==> src/rtl/slod_pkg.sv <==
// package for the serial latched output driver
// assumes one system clock; link pins arrive asynchronous and are synchronised
package slod_pkg;
  localparam int unsigned width = 8;
  localparam int unsigned last_stage = width - 1;
  localparam logic [width-1:0] zero_byte = 8'h00;
  localparam logic sync_reset_bit = 1'h0;
  localparam logic clear_n_reset_bit = 1'h0;
  localparam logic enable_n_reset_bit = 1'h1;

  // the five pins from the host, kept together
  typedef struct packed {
    logic shift_clock;
    logic latch_clock;
    logic shift_clear_n;
    logic output_enable_n;
    logic serial_in;
  } slod_pins_s;

  localparam slod_pins_s pins_reset = '{
    shift_clock: sync_reset_bit,
    latch_clock: sync_reset_bit,
    shift_clear_n: clear_n_reset_bit,
    output_enable_n: enable_n_reset_bit,
    serial_in: sync_reset_bit
  };
endpackage : slod_pkg

==> src/rtl/slod_sync.sv <==
// two-stage synchroniser for the host pin bundle
// assumes pins are asynchronous to clock; stage one is read only by stage two
module slod_sync (
  input wire logic clock,
  input wire logic rst,
  input wire logic clock_en,
  input wire slod_pkg::slod_pins_s pins_async,
  output slod_pkg::slod_pins_s pins_sync
);
  typedef struct packed {
    slod_pkg::slod_pins_s meta;
    slod_pkg::slod_pins_s sync;
  } slod_sync_state_s;

  slod_sync_state_s state_reg;
  slod_sync_state_s state_next;

  // shift the bundle through two flops
  always_comb begin
    state_next = state_reg;
    if (clock_en) begin
      state_next.meta = pins_async;
      state_next.sync = state_reg.meta;
    end
  end

  // clear sits inactive-safe at reset: clear asserted, outputs disabled
  always_ff @(posedge clock or posedge rst) begin
    if (rst) begin
      state_reg <= '{meta: slod_pkg::pins_reset, sync: slod_pkg::pins_reset};
    end else begin
      state_reg <= state_next;
    end
  end

  assign pins_sync = state_reg.sync;
endmodule : slod_sync

==> src/rtl/slod_driver.sv <==
// serial latched output driver: shift chain, storage register, gated sinks
// assumes host pins are asynchronous and slower than the 20 MHz clock;
// host pin edges are found after a two-flop synchroniser
module slod_driver (
  input wire logic clock,
  input wire logic rst,
  input wire logic clock_en,
  input wire logic shift_clock,
  input wire logic latch_clock,
  input wire logic shift_clear_n,
  input wire logic output_enable_n,
  input wire logic serial_in,
  output logic serial_cascade_out,
  output logic [slod_pkg::width-1:0] sink_out
);
  typedef struct packed {
    logic shift_clock_prev;
    logic latch_clock_prev;
    logic [slod_pkg::width-1:0] chain;
    logic [slod_pkg::width-1:0] store;
    logic [slod_pkg::width-1:0] sink;
    logic cascade;
  } slod_state_s;

  slod_pkg::slod_pins_s pins_async;
  slod_pkg::slod_pins_s pins;
  slod_state_s state_reg;
  slod_state_s state_next;
  logic [slod_pkg::width-1:0] chain_shifted;
  logic [slod_pkg::width-1:0] store_now;

  // bundle the host pins for the synchroniser
  assign pins_async = '{
    shift_clock: shift_clock,
    latch_clock: latch_clock,
    shift_clear_n: shift_clear_n,
    output_enable_n: output_enable_n,
    serial_in: serial_in
  };

  slod_sync u_sync (
    .clock(clock),
    .rst(rst),
    .clock_en(clock_en),
    .pins_async(pins_async),
    .pins_sync(pins)
  );

  // serial in enters stage zero, everything moves one stage up
  generate
    for (genvar i = 1; i < slod_pkg::width; i++) begin : g_chain
      assign chain_shifted[i] = state_reg.chain[i-1];
    end
  endgenerate
  assign chain_shifted[0] = pins.serial_in;

  // next state: edge detection, chain, store, gated sinks
  always_comb begin
    state_next = state_reg;
    store_now = state_reg.store;
    if (clock_en) begin
      state_next.shift_clock_prev = pins.shift_clock;
      state_next.latch_clock_prev = pins.latch_clock;
      // latch copies the chain as it stood before a coincident shift
      if (pins.latch_clock && !state_reg.latch_clock_prev) begin
        store_now = state_reg.chain;
      end
      // clear also empties the store so reset by clear is complete
      if (!pins.shift_clear_n) begin
        state_next.chain = slod_pkg::zero_byte;
        store_now = slod_pkg::zero_byte;
      end else if (pins.shift_clock && !state_reg.shift_clock_prev) begin
        state_next.chain = chain_shifted;
      end
      state_next.store = store_now;
      // one in a sink bit turns that transistor on
      if (pins.output_enable_n || !pins.shift_clear_n) begin
        state_next.sink = slod_pkg::zero_byte;
      end else begin
        state_next.sink = store_now;
      end
      state_next.cascade = state_next.chain[slod_pkg::last_stage];
    end
  end

  // one register for all state; outputs off until the host acts
  always_ff @(posedge clock or posedge rst) begin
    if (rst) begin
      state_reg <= '{
        shift_clock_prev: slod_pkg::sync_reset_bit,
        latch_clock_prev: slod_pkg::sync_reset_bit,
        chain: slod_pkg::zero_byte,
        store: slod_pkg::zero_byte,
        sink: slod_pkg::zero_byte,
        cascade: slod_pkg::sync_reset_bit
      };
    end else begin
      state_reg <= state_next;
    end
  end

  assign serial_cascade_out = state_reg.cascade;
  assign sink_out = state_reg.sink;
endmodule : slod_driver

==> config.mk <==
export PLATFORM = sky130hd
export DESIGN_NAME = slod_driver
export DESIGN_NICKNAME = d
export VERILOG_FILES = /design/src/rtl/slod_pkg.sv /design/src/rtl/slod_sync.sv /design/src/rtl/slod_driver.sv
export SDC_FILE = /design/constraint.sdc
export NUM_CORES = 1
export LEC_CHECK = 0
export ABC_AREA = 1
export BUFFER_PORTS_ARGS = -buffer_cell sky130_fd_sc_hd__buf_2
export CAP_MARGIN = 20
export CORE_ASPECT_RATIO = 0.75
export CORE_MARGIN = 2
export CORE_UTILIZATION = 54
export CTS_BUF_LIST = sky130_fd_sc_hd__clkbuf_8
export DETAILED_ROUTE_END_ITERATION = 6
export MAX_ROUTING_LAYER = met4
export PLACE_DENSITY = 0.75
export SLEW_MARGIN = 20
export SYNTH_ARGS = -nofsm -noshare
export SYNTH_HDL_FRONTEND = slang
export SYNTH_HIERARCHICAL = 1
export SYNTH_SLANG_ARGS = --single-unit
==> constraint.sdc <==
create_clock -name clock -period 1.6 [get_ports clock]
set_clock_uncertainty 0.2 [all_clocks]
set_input_delay 0.08 -clock clock [delete_from_list [all_inputs] [get_ports clock]]
set_output_delay 0.08 -clock clock [all_outputs]
set_load 0.01 [all_outputs]
# [Yosys cells after proc, flatten, opt, wreduce, memory -nomap -nowiden]
# Cells that the tools add are included.
[word_totals] reg_bits=36 output_inout_bits=9 wordCells=29 input_bits=8
[classes] muxes=5 eq_ne=1 n_reduce_logical=7
[op_table] cell="8-bit 2-to-1 mux" count=5
[op_table] cell="1-bit logical NOT" count=3
[op_table] cell="1-bit logical AND" count=2
[op_table] cell="2-bit != test, second input constant" count=1
[op_table] cell="2-bit AND reduction" count=1
[op_table] cell="1-bit logical OR" count=1

# [Logic depth before layout (Yosys ltp)]
[logic_depth] word_depth=5 mapped_depth=6 ltp_nobuf=5

# [Cells and area by module]
# The synthesis kept the hierarchy.
[by_module_without_submodules] mod="slod_driver" seq_area_each_um2=650.6 area_per_inst_um2=1227.4 instances=1 cells_each=149
[by_module_without_submodules] mod="slod_sync" seq_area_each_um2=252.7 area_per_inst_um2=424.2 instances=1 cells_each=48

# [Worst setup path after synthesis]
# OpenSTA, ideal clock, no wires.
[synth_timing] kind="reg-to-reg" start="reg u_sync.state_reg (netlist bit u_sync/pins_sync[2])" end="reg state_reg[9] (netlist bit)" path_slack_ns=0.326 required_ns=1.273 n_path_buf=2 path_stages_with_launch=7 synth_period_minus_slack_ns=1.274 setup_ns=0.127 arrival_ns=0.947 path_cell_list="dfrtp_1 buf_4 nand2_2 clkinv_2 buf_6 nand3_1 o21ai_0"
[synth_via] elab_chain_cells=1
[synth_lines] element="from (decl)" line_no="slod_sync.sv:15" rtl="slod_sync_state_s state_reg;"
[synth_lines] element="from (signal assigned)" line_no="slod_sync.sv:30" rtl="state_reg <= '{meta: slod_pkg::pins_reset, sync: slod_pkg::pins_reset};"
[synth_lines] element="from (signal assigned)" line_no="slod_sync.sv:32" rtl="state_reg <= state_next;"
[synth_lines] element="8-bit 2-to-1 mux" line_no="slod_driver.sv:69" rtl="if (!pins.shift_clear_n) begin"
[synth_lines] element="to (signal assigned)" line_no="slod_driver.sv:89" rtl="state_reg <= '{"
[synth_lines] element="to (signal assigned)" line_no="slod_driver.sv:98" rtl="state_reg <= state_next;"
[synth_lines] element="to (decl)" line_no="slod_driver.sv:27" rtl="slod_state_s state_reg;"
# Every way passes these cells.
# A chain may end at the register's enable or synchronous reset.

==> results by group <==
Outcome
  • Status: complete, no violations

Clock tree
  • CTS tree: yes
  • Skew-Pair Late Insertion Delay: between 200 and 300 ps
  • Clock root cell: clkbuf_8
  • CTS Sinks: 36
  • H-tree Lvls: 2
  • Clock transition at path regs: 60 ps
  • Clock Path Buffers: 2
  • CTS Buf Count: 5
  • Post-CTS setup buffers: 0

Setup path
  • Crit-path leading delay family: buffers and inverters
  • Crit-path max FO: 16
  • Startpoint Class: input port
  • Critical R2R Capture: state_reg[10]
  • Slowest CP cell: dlygate4sd3_1
  • Req. time, crit path: 1550 ps
  • CP Capture Type: flip-flop
  • R2r setup slk: 280 ps
  • Worst r2r src: u_sync/pins_sync[2]
  • Critical Path Stages: 6
  • R2R cell count: 4
  • Slowest stage delay, CP: 540 ps
  • Critical path, cell by cell: dlygate4sd3_1 > buf_2 > nand2_2 > clkinv_2 > nand3_1 > o21ai_0
  • Worst EP arrival: 1410 ps
  • Setup CP Type: input port to flip-flop
  • Worst Path Buf+Inv: 3

Timing
  • Min Hold Slack: 117 ps
  • Setup total negative slack: 0 ps
  • Tightest Pin Transition: 376 ps
  • FMAX: 685 MHz
  • Unrepaired setup endpoints after global routing: no
  • Period utilization: 91.2%
  • Slew Viols, Final: 0
  • Final period demand of the worst path: 1460 ps
  • Final setup vio count: 0
  • Relative slew slack: 74.9%
  • Hold Fails Final Rpt: 0

Global route
  • First-pass GRT wire length: slightly above 5000 um
  • Grt ovf: 0
  • Largest net degree at the start of global routing: 27
  • GRT Overall Usage: 20.9%
  • Initial antenna violation count: 0
  • Vias in the first global route: ~1200

Synthesis
  • Syn Inst Count: 197
  • Yosys top cell area share: 51.5%
  • Synth Cell Area: 1650 um2
  • Adder-cell share of the synthesized area: 0%
  • Fraction of synthesized area in multiplexers: 0%
  • Largest area contributor in the netlist: dfrtp_1
  • Largest family of logic cells by synthesized area: simple AND/OR/NAND/NOR gates
  • Seq/Total Area, Yosys: a little over half
  • Post-synthesis register bit count: 36
  • Mean Syn Cell Area: 8.38 um2
  • Simple-gate portion of the synthesized area: roughly 29%
  • Syn. warnings: 6
  • Synth cell types: 17
  • Syn nets: slightly above 200
  • Post-synthesis xor/xnor area fraction: 0%
  • Synth Area in Compound Gates: 3.33%
  • Synth top area cells: dfrtp_1, nand2_1, buf_4

Drt
  • Via density: 4.88
  • DRT iter0 DRCs: 50
  • Antenna viol nets, final: 0
  • Post-DR wirelength/cell: 11.4 um
  • Uppermost layer routed: met4
  • DRT met1 WL: 1340 um
  • Routed wl met2: 1370 um
  • Met3 routed WL: 100 um
  • DRT Pass-1 Iters: 4
  • Vias after detailed routing: 1225
  • DRC Markers: 0
  • WL final: 2860 um

Placed design
  • Buffers on Ports: 16
  • DP Wirelength: approximately 2000 um
  • Routability cong.: 0.768
  • Dpl cells: 236

Floorplanning
  • Initial cell density of the core: 56.3%
  • Die area: 3520 um2
  • I/O pins: 17
  • Num rows: 17
  • Core Region: approximately 2900 um2
  • Chip height: 51.9 um
  • Die extent in x: 67.9 um

Finish
  • Layout cells sized above 1: ~16%
  • Reg area: 903 um2
  • Area growth syn-to-layout: 10.7%
  • Number of flip-flops in the largest register: 11
  • Post-layout net count: 220
  • Layout fillers: 264
  • Diodes inserted: 0
  • Multi-input gate area: ~530 um2
  • Final instance count without filler cells: 251

Hold path
  • Worst min path class: input port to async pin

Power and ir drop
  • Total power draw: between 1.5 and 2 mW
  • Static leakage power: 1.00 nW
  • PwrDens: ~1000 nW/um2
  • Peak supply drop: 0.581 mV

Flow run
  • Max-Cap Viols: 0
## synth_stat cells, drive strengths merged
master  count
nand2      83
dfrtp      34
inv        22
buf        17
nand3      16
o21ai      11
nand4       8
clkinv      2
dfstp       2
nor2        1
nor3        1
## final cells by class
cell class              count  area share (%)
clock buffers               6            4.52
clock inverters             2           0.411
flip-flops and latches     36            49.4
multi-input cells         120            28.8
well taps                  38            2.60
repair buffers             25            9.03
inverters                  24            5.20
## cells by family after synthesis
kind of cell	count (synthesis)
and+or+nand+nor	109
DFF	36
AOI/OAI and AO/OA	11
buffers and inverters	41
## layer usage
metal,vias up,track usage (%)
met5,-,-
met4,0,10.0
met3,6,5.84
met2,19,31.9
met1,571,25.9
li1,629,-
## worst max-delay path by stage
| stage | startpoint | to | slack [ps] |
|---|---|---|---|
| after floorplan | u_sync/pins_sync[2] | state_reg[9] | 330 |
| after global placement | u_sync/pins_sync[3] | state_reg[10] | 320 |
| after detailed placement | u_sync/pins_sync[3] | state_reg[13] | 280 |
| after CTS | clock_en | state_reg[26] | 150 |
| after global routing | clock_en | state_reg[10] | 50 |
| final | clock_en | state_reg[10] | 140 |
## worst reg2reg max path: cells and delay by family, from the launching register on
family,cells,cell delay (ps)
simple gates,2,280
flops,1,420
buf+inv,1,200
compound gates,1,100
## placed cells by master (no fill, tap or decap)
master | netlist | layout
nor2_2 | 1 | 1
nor3_4 | 1 | 1
nand2_1 | 80 | 80
clkinv_2 | 1 | 1
dfrtp_1 | 34 | 34
o21ai_0 | 9 | 9
nand3_1 | 16 | 16
clkbuf_8 | 0 | 6
inv_2 | 2 | 2
buf_2 | 2 | 16
o21ai_1 | 2 | 2
buf_4 | 13 | 2
dfstp_2 | 2 | 2
dlygate4sd3_1 | 0 | 7
nand2_2 | 3 | 3
clkinvlp_4 | 0 | 1
inv_1 | 20 | 22
nand4_1 | 8 | 8
## report_power, final
| part | internal, mW | switching (mW) | total (mW) | leakage, nW |
|---|---|---|---|---|
| Combinational | 0.0756 | 0.153 | 0.229 | 0.472 |
| Clock | 0.338 | 0.296 | 0.633 | 0.0538 |
| Sequential | 0.970 | 0.0357 | 1.01 | 0.478 |
| Total | 1.38 | 0.485 | 1.87 | 1.00 |
## repair_timing
item / in CTS / in global routing
hold buffers: 7 / 0
setup endpoints to repair: 0 / 1
resized for setup: 0 / 1
hold endpoints to repair: 47 / 0
## stage by stage
stage | setup slack (ps) | cell area (um2) | utilization (%)
2_1_floorplan | 326 | 1650 | -
3_3_place_gp | 320 | 1660 | 56.7
3_5_place_dp | 279 | 1660 | 56.7
4_1_cts | 146 | 1820 | 62.1
5_1_grt | 53.2 | 1830 | 62.3
6_report | 140 | 1830 | 62.3
No activity file was read; power rests on OpenSTA's default activity.
